### config.mk
export PLATFORM = sky130hd
export DESIGN_NAME = pcueer_regs
export DESIGN_NICKNAME = d
export VERILOG_FILES = /design/src/inc/pcueer_pkg.sv /design/src/rtl/pcueer_regs.sv
export SDC_FILE = /design/constraint.sdc
export NUM_CORES = 1
export LEC_CHECK = 0
export BUFFER_PORTS_ARGS = -buffer_cell sky130_fd_sc_hd__buf_2
export CORE_MARGIN = 3
export CORE_UTILIZATION = 50
export CTS_CLUSTER_DIAMETER = 30
export DETAILED_ROUTE_END_ITERATION = 6
export PLACE_DENSITY_LB_ADDON = 0.25
export SETUP_SLACK_MARGIN = 0.2
export SLEW_MARGIN = 10
export SYNTH_ARGS = -nofsm -noshare
export SYNTH_HDL_FRONTEND = slang
export SYNTH_SLANG_ARGS = --single-unit
### constraint.sdc
create_clock -name clk -period 3.09 [get_ports clk]
set_clock_uncertainty 0.1 [all_clocks]
set_input_delay 0.1545 -clock clk [delete_from_list [all_inputs] [get_ports clk]]
set_output_delay 0.1545 -clock clk [all_outputs]
set_load 0.05 [all_outputs]
### src/inc/pcueer_pkg.sv
package pcueer_pkg;

    // ==========================================================
    // register offsets (byte addresses in extended config space)
    localparam logic [11:0] PCUEER_OFS_NEXT_CAP_VERSION = 12'h102;
    localparam logic [11:0] PCUEER_OFS_STATUS           = 12'h104;
    localparam logic [11:0] PCUEER_OFS_MASK             = 12'h108;
    localparam logic [11:0] PCUEER_OFS_SEVERITY         = 12'h10c;

    // ==========================================================
    // field positions
    localparam int PCUEER_BIT_UR      = 20;
    localparam int PCUEER_BIT_ECRC    = 19;
    localparam int PCUEER_BIT_MALF    = 18;
    localparam int PCUEER_BIT_OVRN    = 17;
    localparam int PCUEER_BIT_UNXP    = 16;
    localparam int PCUEER_BIT_CABT    = 15;
    localparam int PCUEER_BIT_CTMO    = 14;
    localparam int PCUEER_BIT_FCPE    = 13;
    localparam int PCUEER_BIT_PSN     = 12;
    localparam int PCUEER_BIT_DLLP    = 4;
    localparam int PCUEER_BIT_VC_EN   = 12;

    // ==========================================================
    // implemented bits and reset values
    localparam logic [31:0] PCUEER_IMPL_MASK    = 32'h001f_f010;
    localparam logic [31:0] PCUEER_STATUS_RST   = 32'h0000_0000;
    localparam logic [31:0] PCUEER_MASK_RST     = 32'h0000_0000;
    localparam logic [31:0] PCUEER_SEVERITY_RST = 32'h0006_2011;
    localparam logic [31:0] PCUEER_SEV_RO_ONE   = 32'h0000_0001;
    localparam logic [11:0] PCUEER_NEXT_PTR_VC  = 12'h150;
    localparam logic [11:0] PCUEER_NEXT_PTR_END = 12'h000;
    localparam logic [3:0]  PCUEER_CAP_REV      = 4'h1;
    localparam logic [4:0]  PCUEER_FEP_RST      = 5'h00;

endpackage : pcueer_pkg

### src/rtl/pcueer_regs.sv
`timescale 1ns/1ns

module pcueer_regs
    import pcueer_pkg::*;
(
    input  wire logic        clk,
    input  wire logic        sys_rst,
    input  wire logic        fundamentalReset,
    input  wire logic        global_reset_input,
    input  wire logic        powerOnReset,
    input  wire logic        virtual_channel_capability_enable,
    input  wire logic        cfgRead,
    input  wire logic        cfgWrite,
    input  wire logic [11:0] cfgAddr,
    input  wire logic [3:0]  cfgByteEn,
    input  wire logic [31:0] cfgWriteData,
    input  wire logic        unsupported_request_flag,
    input  wire logic        end_to_end_crc_flag,
    input  wire logic        malformed_packet_flag,
    input  wire logic        receiveCreditOverrunFlag,
    input  wire logic        unmatched_completion_flag,
    input  wire logic        completer_abort_flag,
    input  wire logic        completion_timer_expired_flag,
    input  wire logic        flow_credit_protocol_flag,
    input  wire logic        poisoned_packet_flag,
    input  wire logic        linkLayerProtocolFlag,
    output logic      [31:0] cfgReadData,
    output logic             cfgReadValid,
    output logic             errMsgReq,
    output logic             errMsgFatal,
    output logic      [4:0]  firstErrorPointer,
    output logic             headerLogLoad
);

    // ==========================================================
    // helpers
    function automatic logic [31:0] pcueer_lane_mask(input logic [3:0] be);
        pcueer_lane_mask = {{8{be[3]}}, {8{be[2]}}, {8{be[1]}}, {8{be[0]}}};
    endfunction : pcueer_lane_mask

    // lowest set bit wins when several classes arrive together
    function automatic logic [4:0] pcueer_first_pos(input logic [31:0] v);
        pcueer_first_pos = 5'h00;
        for (int i = 31; i >= 0; i--) begin
            if (v[i]) begin
                pcueer_first_pos = 5'(i);
            end
        end
    endfunction : pcueer_first_pos

    // lane-masked update; reserved bits can never be written to one
    function automatic logic [31:0] pcueer_merge(input logic [31:0] old,
                                                 input logic [31:0] wdata,
                                                 input logic [31:0] lanes);
        pcueer_merge = (old & ~lanes) | (wdata & lanes & PCUEER_IMPL_MASK);
    endfunction : pcueer_merge

    // ==========================================================
    // address decode
    typedef enum logic [2:0] {
        SEL_NONE,
        SEL_VERSION,
        SEL_STATUS,
        SEL_MASK,
        SEL_SEVERITY
    } pcueer_sel_type;

    // exact offset match only; neighbouring capability words live elsewhere
    function automatic pcueer_sel_type pcueer_decode(input logic [11:0] addr);
        if (addr == PCUEER_OFS_NEXT_CAP_VERSION) begin
            pcueer_decode = SEL_VERSION;
        end else if (addr == PCUEER_OFS_STATUS) begin
            pcueer_decode = SEL_STATUS;
        end else if (addr == PCUEER_OFS_MASK) begin
            pcueer_decode = SEL_MASK;
        end else if (addr == PCUEER_OFS_SEVERITY) begin
            pcueer_decode = SEL_SEVERITY;
        end else begin
            pcueer_decode = SEL_NONE;
        end
    endfunction : pcueer_decode

    // ==========================================================
    // state
    logic [31:0] errStatus;
    logic [31:0] errMask;
    logic [31:0] errSeverity;
    logic        fepValid;
    logic [31:0] next_errStatus;
    logic [31:0] next_errMask;
    logic [31:0] next_errSeverity;
    logic        next_fepValid;
    logic [4:0]  next_firstErrorPointer;
    logic [31:0] next_cfgReadData;
    logic        next_cfgReadValid;
    logic        next_errMsgReq;
    logic        next_errMsgFatal;
    logic        next_headerLogLoad;
    logic [31:0] rawEvents;
    logic [31:0] liveEvents;
    logic [31:0] laneMask;
    logic        anyReset;
    pcueer_sel_type regSel;

    assign anyReset = fundamentalReset | global_reset_input | powerOnReset;
    assign laneMask = pcueer_lane_mask(cfgByteEn);
    assign regSel   = pcueer_decode(cfgAddr);

    always_comb begin
        rawEvents = 32'h0000_0000;
        rawEvents[PCUEER_BIT_UR]   = unsupported_request_flag;
        rawEvents[PCUEER_BIT_ECRC] = end_to_end_crc_flag;
        rawEvents[PCUEER_BIT_MALF] = malformed_packet_flag;
        rawEvents[PCUEER_BIT_OVRN] = receiveCreditOverrunFlag;
        rawEvents[PCUEER_BIT_UNXP] = unmatched_completion_flag;
        rawEvents[PCUEER_BIT_CABT] = completer_abort_flag;
        rawEvents[PCUEER_BIT_CTMO] = completion_timer_expired_flag;
        rawEvents[PCUEER_BIT_FCPE] = flow_credit_protocol_flag;
        rawEvents[PCUEER_BIT_PSN]  = poisoned_packet_flag;
        rawEvents[PCUEER_BIT_DLLP] = linkLayerProtocolFlag;
        liveEvents = rawEvents & ~errMask & PCUEER_IMPL_MASK;
    end

    // ==========================================================
    // register writes and error capture
    always_comb begin
        next_errStatus   = errStatus;
        next_errMask     = errMask;
        next_errSeverity = errSeverity;
        if (cfgWrite) begin
            case (regSel)
                SEL_STATUS: begin
                    next_errStatus = errStatus & ~(cfgWriteData & laneMask);
                end
                SEL_MASK: begin
                    next_errMask = pcueer_merge(errMask, cfgWriteData, laneMask);
                end
                SEL_SEVERITY: begin
                    next_errSeverity = pcueer_merge(errSeverity, cfgWriteData, laneMask)
                                     | PCUEER_SEV_RO_ONE;
                end
                default: begin
                end
            endcase
        end
        next_errStatus = (next_errStatus | liveEvents) & PCUEER_IMPL_MASK;
    end

    // ==========================================================
    // first error pointer and message request
    always_comb begin
        next_fepValid          = fepValid;
        next_firstErrorPointer = firstErrorPointer;
        next_errMsgReq         = 1'b0;
        next_errMsgFatal       = errMsgFatal;
        next_headerLogLoad     = 1'b0;
        if (liveEvents != 32'h0000_0000) begin
            next_errMsgReq     = 1'b1;
            next_headerLogLoad = 1'b1;
            // fatal if any live error is fatal
            next_errMsgFatal   = |(liveEvents & errSeverity);
            if (!fepValid) begin
                next_fepValid          = 1'b1;
                next_firstErrorPointer = pcueer_first_pos(liveEvents);
            end
        end
        if (fepValid && !next_errStatus[firstErrorPointer]) begin
            next_fepValid = 1'b0;
        end
    end

    // ==========================================================
    // read path
    always_comb begin
        next_cfgReadValid = cfgRead;
        next_cfgReadData  = 32'h0000_0000;
        if (cfgRead) begin
            case (regSel)
                SEL_VERSION: begin
                    next_cfgReadData = {16'h0000,
                        (virtual_channel_capability_enable ? PCUEER_NEXT_PTR_VC
                                                           : PCUEER_NEXT_PTR_END),
                        PCUEER_CAP_REV};
                end
                SEL_STATUS: begin
                    next_cfgReadData = errStatus & PCUEER_IMPL_MASK;
                end
                SEL_MASK: begin
                    next_cfgReadData = errMask & PCUEER_IMPL_MASK;
                end
                SEL_SEVERITY: begin
                    next_cfgReadData = errSeverity | PCUEER_SEV_RO_ONE;
                end
                // unmapped offsets read zero
                default: begin
                    next_cfgReadData = 32'h0000_0000;
                end
            endcase
        end
    end

    // ==========================================================
    // registers: settings and status
    always_ff @(posedge clk or posedge sys_rst) begin
        if (sys_rst) begin
            errStatus   <= PCUEER_STATUS_RST;
            errMask     <= PCUEER_MASK_RST;
            errSeverity <= PCUEER_SEVERITY_RST;
        end else if (anyReset) begin
            errStatus   <= PCUEER_STATUS_RST;
            errMask     <= PCUEER_MASK_RST;
            errSeverity <= PCUEER_SEVERITY_RST;
        end else begin
            errStatus   <= next_errStatus;
            errMask     <= next_errMask;
            errSeverity <= next_errSeverity;
        end
    end

    // ==========================================================
    // registers: pointer and message request
    always_ff @(posedge clk or posedge sys_rst) begin
        if (sys_rst) begin
            fepValid          <= 1'b0;
            firstErrorPointer <= PCUEER_FEP_RST;
            errMsgReq         <= 1'b0;
            errMsgFatal       <= 1'b0;
            headerLogLoad     <= 1'b0;
        end else if (anyReset) begin
            fepValid          <= 1'b0;
            firstErrorPointer <= PCUEER_FEP_RST;
            errMsgReq         <= 1'b0;
            errMsgFatal       <= 1'b0;
            headerLogLoad     <= 1'b0;
        end else begin
            fepValid          <= next_fepValid;
            firstErrorPointer <= next_firstErrorPointer;
            errMsgReq         <= next_errMsgReq;
            errMsgFatal       <= next_errMsgFatal;
            headerLogLoad     <= next_headerLogLoad;
        end
    end

    // ==========================================================
    // registers: read answer
    always_ff @(posedge clk or posedge sys_rst) begin
        if (sys_rst) begin
            cfgReadData  <= 32'h0000_0000;
            cfgReadValid <= 1'b0;
        end else if (anyReset) begin
            cfgReadData  <= 32'h0000_0000;
            cfgReadValid <= 1'b0;
        end else begin
            cfgReadData  <= next_cfgReadData;
            cfgReadValid <= next_cfgReadValid;
        end
    end

endmodule : pcueer_regs

After elaboration in Yosys (flattened, before gate mapping)
Index checks and enable logic that the tools add are counted.

Register bits after elaboration: 126. Word-level logic and storage cells: 85. Bits of input ports: 66.

Reductions and logical operators: 12. $lt $le $gt $ge: 1. Multiplexer cells: 40. Equal/unequal tests: 9. Bitwise operators: 14.

Operator list (number): $mux 32 (8); $pmux 32 s4 (1); $mux 5 (13); $and 32x32->32 (2); $or 32x21->32 (2); $and 21x21->21 (3); $mux 21 (3); $eq 12x9->1 const B (4); $not 21->21 (2); $and 21x32->32 (1); $not 32->32 (1); $reduce_bool 32->1 (1); $reduce_or 32->1 (1); $or 21x21->21 (1); $mux 3 (4); $mux 1 (9); $mux 9 (1); $reduce_bool 2->1 (4); $eq 3x2->1 const B (2); $lt 5x6->1 const B (1); $reduce_and 2->1 (3); $bmux 1 s5 (1); $eq 3x1->1 const B (1); $eq 3x3->1 const B (1); other kinds (5) (6).

Logic depth before layout (Yosys ltp)
Gate-level depths: netlist of run 1.

Depth after elaboration: 15. Depth in mapped cells: 8. Mapped depth without buffers: 6.

Worst setup path before layout of run 1
OpenSTA, ideal clock, no wires.

Path type: input port to flip-flop. Start point: in cfgAddr[4]. End point: reg errMask[16]. Path buffers: 0. Data arrival time: 2010 ps. Setup slack: 848 ps. Cell stages on the path: 6. Path through: or4_4 or4_4 or3_4 nor2_8 mux2i_1 nor2_1.

Longest elaborated chain between the ends: 8.

RTL lines: from (decl) (RTL line pcueer_regs.sv:14) `input wire logic [11:0] cfgAddr,`; $eq 12x9->1 (RTL line pcueer_regs.sv:76) `end else if (addr == PCUEER_OFS_SEVERITY) begin`; $mux 3 (RTL line pcueer_regs.sv:76); $mux 3 (RTL line pcueer_regs.sv:74) `end else if (addr == PCUEER_OFS_MASK) begin`; $mux 3 (RTL line pcueer_regs.sv:72) `end else if (addr == PCUEER_OFS_STATUS) begin`; $mux 3 * (RTL line pcueer_regs.sv:70) `if (addr == PCUEER_OFS_NEXT_CAP_VERSION) begin`; $eq 3x2->1 * (RTL line pcueer_regs.sv:131) `case (regSel)`; $reduce_bool 2->1 (no line) *; $reduce_and 2->1 (no line) *; to (signal assigned) (RTL line pcueer_regs.sv:215) `errMask <= next_errMask;`; to (decl) (RTL line pcueer_regs.sv:86) `logic [31:0] errMask;`.

Every way passes the cells marked *; elsewhere a longest branch is shown, timed or not. A chain may end at the register's enable or synchronous reset.

Worst setup path after layout of run 1
Start point: in cfgAddr[4]. End point: reg errSeverity[20].

Longest elaborated chain between the ends: 8.

RTL lines: $eq 12x9->1 (RTL line pcueer_regs.sv:76); $mux 3 (RTL line pcueer_regs.sv:76); $mux 3 (RTL line pcueer_regs.sv:74); $mux 3 (RTL line pcueer_regs.sv:72); $mux 3 * (RTL line pcueer_regs.sv:70); $eq 3x3->1 * (RTL line pcueer_regs.sv:131); $reduce_bool 2->1 (no line) *; $reduce_and 2->1 (no line) *; to (signal assigned) (RTL line pcueer_regs.sv:216) `errSeverity <= next_errSeverity;`; to (decl) (RTL line pcueer_regs.sv:87) `logic [31:0] errSeverity;`.

Marked as above.

==> run summary, run 1 <==
Iter 0 DRT Violations: 258
NumNets Final: 533
Slew HR: 50.5%
Post-synth EDFFs: 0
Crit Path Class: in2reg
P&R area growth vs syn: 20.8%
Hold Violations, Final: 0
CP Buf/Inv Count: 1
LEAKAGE: 2.50 nW
cts repair resizes: 0
GRT Util Overall: 22.3%
Die Span X: 95.6 um
Avg WL per Cell: 17.1 um
Worst Setup End Kind: register
status: complete, but fails checks
I/O pins: 107
Clock transition at path regs: 0.09 ns
Placed Cells: 549
hold buffers post-CTS: 9
most used cell, CP: or4_4
Seq/Total Area, Yosys: 57.5%
synthesized net count: 439
CTS sink cnt: 92
register area: 2310 um^2
clk_lat worst skew: 0.36 ns
Syn Inst Count: 373
Die ar.: 9140 um^2
row count: 32
# fillers: 650
critical path startpoint category: primary input
Root Buffer: clkbuf_8
GPL Wtd Cong: 0.955
Total Wirelength: 9840 um
first-pass GRT wire length: 15600 um
unrepaired setup endpoints after global routing: false
top_reg_cell synth: dfrtp_1
global route overflow: 0
Final Non-Filler Cells: 574
Async S/R FF share, synth: 100%
syn avg cell area: 10.8 um^2
CTS Buffer Depth: 2
initial antenna violation count: 0
Final ANT Viol Nets: 0
violated checks: design-rule violations
fmax: 0.455 GHz
port bufs: 84
number of global-route vias before repair: 3143
synth unique cells: 51
ANT cells: 0
share of layout cells above drive strength 1: 26.5%
setup violators final: 0
register bit count reported by yosys: 92
multi-input logic area: 1590 um^2
die height: 95.6 um
CTS tree: built
Slew Viols, Final: 0
CP Max Fanout: 8
CP cell instances: buf_2 > or4_4 > or4_4 > nor3b_2 > nand2_1 > mux2i_1 > nor2_1
Worst-Margin Slew: 0.743 ns
slowest stage delay, CP: 0.55 ns
Max stage delay cell, worst path: or4_4
Yosys top cell area share: 54.9%
Tmin final: 2.20 ns
Worst Hold Class: in2reg
First-pass DRT Iterations: 7
vias: 3227
vias per inst: 5.62
critical path required time: 3.21 ns
core area: 7770 um^2
mapped cell area: 4010 um^2
setup bufs post-CTS: 0
top area cells in the synthesized netlist: dfrtp_1, mux2i_1, and3_1
Post-route DRC: 11
maxcap violations: 0
Setup TNS: 0 ns
power density over the cells: 442 nW/um^2
largest net degree at the start of global routing: 52
Detail Placement HPWL: 7030 um
VDD IR max: 0.264 mV
CTS buffer count: 9
Synth Warn #: 0
# H-tree levels: 3
WP data arrival: 2.31 ns
CP delay by family, top: simple AND/OR/NAND/NOR gates
Final period util: 71.2%
Starting Density: 51.7%
cell taking the most area after synthesis: dfrtp_1
[logic make-up (layout without fill, tap and decap cells)]
kind of cell              count (synthesis)  after routing  share of synthesized area (%)
buffers and inverters                    30            129                           2.93
DFF                                      92             92                           57.5
AOI/OAI and AO/OA                        65             65                           11.9
muxes                                    20             20                           4.99
xor gates and xnor gates                  1              1                          0.218
and+or+nand+nor                         165            165                           22.5
[worst register-to-register path, cell delays in order (launching register included)]
cell and delay, ns:
dfrtp_1 0.39, nor2b_1 0.13, nor4_1 0.61, nand2_1 0.19
nor2b_1 0.29, o21ai_0 0.12, a21oi_1 0.14
[flip-flops by register name, summed over array words and instances (netlist names)]
| signal | count |
|---|---|
| fepValid | 1 |
| errMask | 10 |
| errStatus | 10 |
| cfgReadData | 32 |
| cfgReadValid | 1 |
| errSeverity | 31 |
| headerLogLoad | 1 |
| firstErrorPointer | 5 |
| errMsgFatal | 1 |
[synthesized netlist by cell type, types with 2 or more instances]
| cell type | number |
|---|---|
| o21ai_0 | 8 |
| nand4_1 | 2 |
| nor3_1 | 3 |
| dfstp_2 | 4 |
| nand2b_1 | 8 |
| o31ai_1 | 2 |
| nand3_1 | 6 |
| nor4_1 | 2 |
| or4_4 | 2 |
| a221oi_1 | 2 |
| mux2i_1 | 20 |
| a21oi_1 | 15 |
| and2_1 | 17 |
| o32ai_1 | 2 |
| o211ai_1 | 2 |
| nand2_1 | 27 |
| a222oi_1 | 9 |
| a22oi_1 | 2 |
| or3_1 | 2 |
| a31oi_1 | 6 |
| dfrtp_1 | 88 |
| clkbuf_1 | 18 |
| and3_1 | 30 |
| nor2b_1 | 10 |
| inv_1 | 10 |
| a32oi_1 | 2 |
| nor2_8 | 2 |
| nor2_1 | 46 |
| o21a_1 | 4 |
[final timing paths]
path	from	to	slack [ns]	cells after the start
max	cfgAddr[4]	errSeverity[20]$_DFFE_PP0P_	0.89	7
min	cfgWriteData[20]	errMask[20]$_DFFE_PP0P_	0.01	3
max reg2reg	errMask[18]$_DFFE_PP0P_	firstErrorPointer[0]$_DFFE_PP0P_	1.04	6
min reg2reg	errSeverity[28]$_DFFE_PP0P_	errSeverity[28]$_DFFE_PP0P_	0.39	1
max in group asynchronous	sys_rst	errSeverity[4]$_DFFE_PP1P_	1.80	4
min in group asynchronous	sys_rst	cfgReadData[27]$_DFF_PP0_	0.33	3
[cell type report]
cell class	count	area share, %
flip-flops and latches	92	47.6
well taps	102	2.63
clock buffers	9	2.56
multi-input cells	251	32.9
inverters	10	0.800
repair buffers	103	12.3
clock inverters	7	1.19
[where the power goes]
part	internal (mW)	switching (mW)	total, mW
Sequential	1.21	0.00734	1.22
Combinational	0.0589	0.106	0.165
Clock	0.305	0.457	0.762
Total	1.57	0.570	2.14
[layout by cell type, fill, tap and decap left out, drive strengths merged, types with 3 or more instances in the layout]
cell and n:
o21a 4, nor3 3, a21oi 15, nand2b 8
and2 17, clkbuf 9, nand3 6, a222oi 9
nor2 48, dfrtp 88, a31oi 6, buf 94
or3 3, nor2b 10, dlygate4sd3 9, o21ai 8
or4 3, nand2 27, and3 30, mux2i 20
inv 13, dfstp 4
[per-layer routing]
layer  vias to the layer above  global-route usage (%)  part of all wire [%]
met1                      1560                    30.9                    44
met2                       134                    34.9                    47
met5                         -                       0                     0
li1                       1517                       -                     -
met3                        16                    4.50                   7.7
met4                         0                    7.82                   1.7
[metrics by stage]
stage          area (um^2)  total power, mW  hold slack (ns)  setup WS (ns)  utilization, %
2_1_floorplan         4010             1.33            0.187          0.450               -
3_3_place_gp          4580             1.39            0.191          0.571            58.9
3_5_place_dp          4580             1.40            0.191          0.555            58.9
4_1_cts               4850             2.16          0.00142          0.938            62.4
5_1_grt               4850             2.22           0.0254          0.696            62.4
6_report              4850             2.14           0.0117          0.891            62.4
Power figures use the tool's default switching activity.
==> run 2, diff against run 1 <==
==> constraint.sdc (replaced) <==
create_clock -name clk -period 2.2 [get_ports clk]
set_clock_uncertainty 0.1 [all_clocks]
set_input_delay 0.11 -clock clk [delete_from_list [all_inputs] [get_ports clk]]
set_output_delay 0.11 -clock clk [all_outputs]
set_load 0.05 [all_outputs]
==> run summary, run 2 (synthesis results as in run 1) <==
GRT Util Overall: 23.2% (+0.92 points)
unrepaired setup endpoints after global routing: true
clk_lat worst skew: 0.37 ns (about the same)
Clock transition at path regs: 0.10 ns (about the same)
Die ar.: 9140 um^2 (unchanged)
initial antenna violation count: 0 (unchanged)
I/O pins: 107 (unchanged)
LEAKAGE: 2.60 nW (+3.9%)
Final Non-Filler Cells: 592 (+3.1%)
pre-CTS WS: -0.210 ns (-0.765 ns)
Avg WL per Cell: 16.9 um (-1.3%)
GPL Wtd Cong: 0.886 (-7.2%)
core area: 7770 um^2 (unchanged)
maxcap violations: 0 (unchanged)
Worst Setup End Kind: register
fmax: 0.507 GHz
CP Buf/Inv Count: 1 (unchanged)
critical path required time: 2.36 ns (-0.85 ns)
port bufs: 84 (unchanged)
setup slack after layout: 0.226 ns (-0.665 ns)
first-pass GRT wire length: 16100 um (+3.6%)
First-pass DRT Iterations: 5 (-2)
slowest stage delay, CP: 0.54 ns (about the same)
setup bufs post-CTS: 0 (unchanged)
Final ANT Viol Nets: 0 (unchanged)
Placed Cells: 565 (+2.9%)
Total Wirelength: 10000 um (+1.8%)
Crit Path Class: in2reg
Final period util: 89.7%
Starting Density: 51.7% (unchanged)
Iter 0 DRT Violations: 244 (-5.4%)
Tmin final: 1.97 ns
Slew Viols, Final: 0 (unchanged)
Reg with most FFs: cfgReadData
status: complete, no violations
max reg flops: 32 (unchanged)
Max stage delay cell, worst path: or4_4
Worst Hold Class: in2reg
most used cell, CP: or4_4
setup violators final: 0 (unchanged)
number of global-route vias before repair: 3256 (+3.6%)
CTS tree: built
most frequent cells in the layout: dfrtp_1, buf_2, nor2_1
Worst-Margin Slew: 0.501 ns (-0.242 ns)
CP cell instances: buf_6 > or4_4 > or4_4 > or3_4 > nor2_8 > mux2i_1 > nor2_1
CP Max Fanout: 5 (-3)
global route overflow: 0 (unchanged)
largest net degree at the start of global routing: 93 (+79%)
Root Buffer: clkbuf_8
CTS sink cnt: 92 (unchanged)
Die Span X: 95.6 um (unchanged)
ANT cells: 0 (unchanged)
vias: 3322 (+2.9%)
WP data arrival: 2.13 ns (-0.18 ns)
die height: 95.6 um (unchanged)
critical path startpoint category: primary input
Hold Violations, Final: 0 (unchanged)
CP delay by family, top: simple AND/OR/NAND/NOR gates
row count: 32 (unchanged)
CTS buffer count: 9 (unchanged)
total power: 3.06 mW (+43%)
Post-route DRC: 0 (-11)
most common cell after layout, fill and taps aside: dfrtp_1
NumNets Final: 551 (+3.4%)
CTS Buffer Depth: 2 (unchanged)
top flop regs: cfgReadData (32), errSeverity (31)
Detail Placement HPWL: 7080 um (+0.75%)
# H-tree levels: 3 (unchanged)
power density over the cells: 609 nW/um^2 (+38%)
VDD IR max: 0.282 mV (+6.7%)
R2R Setup Slk: 0.39 ns (-0.65 ns)
Slew HR: 66.6% (+16 points)
vias per inst: 5.61 (-0.19%)
share of layout cells above drive strength 1: 29.8% (+3.3 points)
P&R area growth vs syn: 25.5%
-- run 2: routing by layer --
metal  vias up  wire length, um  GRT usage (%)
li1       1546                -              -
met1      1625             4420           31.6
met2       135             4770           36.3
met3        16              676           5.52
met4         0              155           8.29
met5         -                0              0
-- run 2: where the power goes --
group | switching, mW | total [mW] | internal, mW
Combinational | 0.155 | 0.253 | 0.0982
Sequential | 0.0105 | 1.71 | 1.70
Clock | 0.663 | 1.10 | 0.440
Total | 0.828 | 3.06 | 2.24
-- run 2: cell type report --
cell class	count	area, um^2
inverter	10	41.3
multi-input combinational	251	1620
timing repair buffer	121	744
tap	102	128
clock buffer	9	124
sequential	92	2310
fill	664	2730
clock inverter	7	71.3
-- run 2: worst reg2reg max path: cells and delay by family, from the launching register on --
kind,cells,cell delay (ns)
AOI/OAI and AO/OA,5,0.76
buffers and inverters,1,0.26
DFF,1,0.58
-- run 2: metrics by stage --
step	utilization, %	area, um^2	hold slack [ns]	TNS (ns)
floorplan	-	4030	0.142	0
global placement	60.5	4700	0.185	-2.11
detailed placement	60.5	4700	0.191	-3.65
CTS	64.5	5010	0.0270	0
global route	64.8	5040	0.0359	0
finish	64.8	5040	0.0413	0
-- run 2: worst paths after layout --
check / endpoint / cells past startpoint / startpoint
max: errMask[18]$_DFFE_PP0P_ / 7 / cfgAddr[4]
max reg2reg: fepValid$_DFFE_PP0P_ / 6 / firstErrorPointer[0]$_DFFE_PP0P_
min in group asynchronous: cfgReadData[26]$_DFF_PP0_ / 4 / sys_rst
max in group asynchronous: errSeverity[13]$_DFFE_PP1P_ / 4 / sys_rst
min: cfgReadData[8]$_DFF_PP0_ / 3 / virtual_channel_capability_enable
min reg2reg: errSeverity[26]$_DFFE_PP0P_ / 1 / errSeverity[26]$_DFFE_PP0P_
-- run 2: repair_timing --
action / in CTS / in global routing
gates resized for setup: 0 / 5
hold buffers: 11 / 0
pin swaps: 1 / 2
setup endpoints to repair: 1 / 14
hold endpoints to repair: 110 / 0
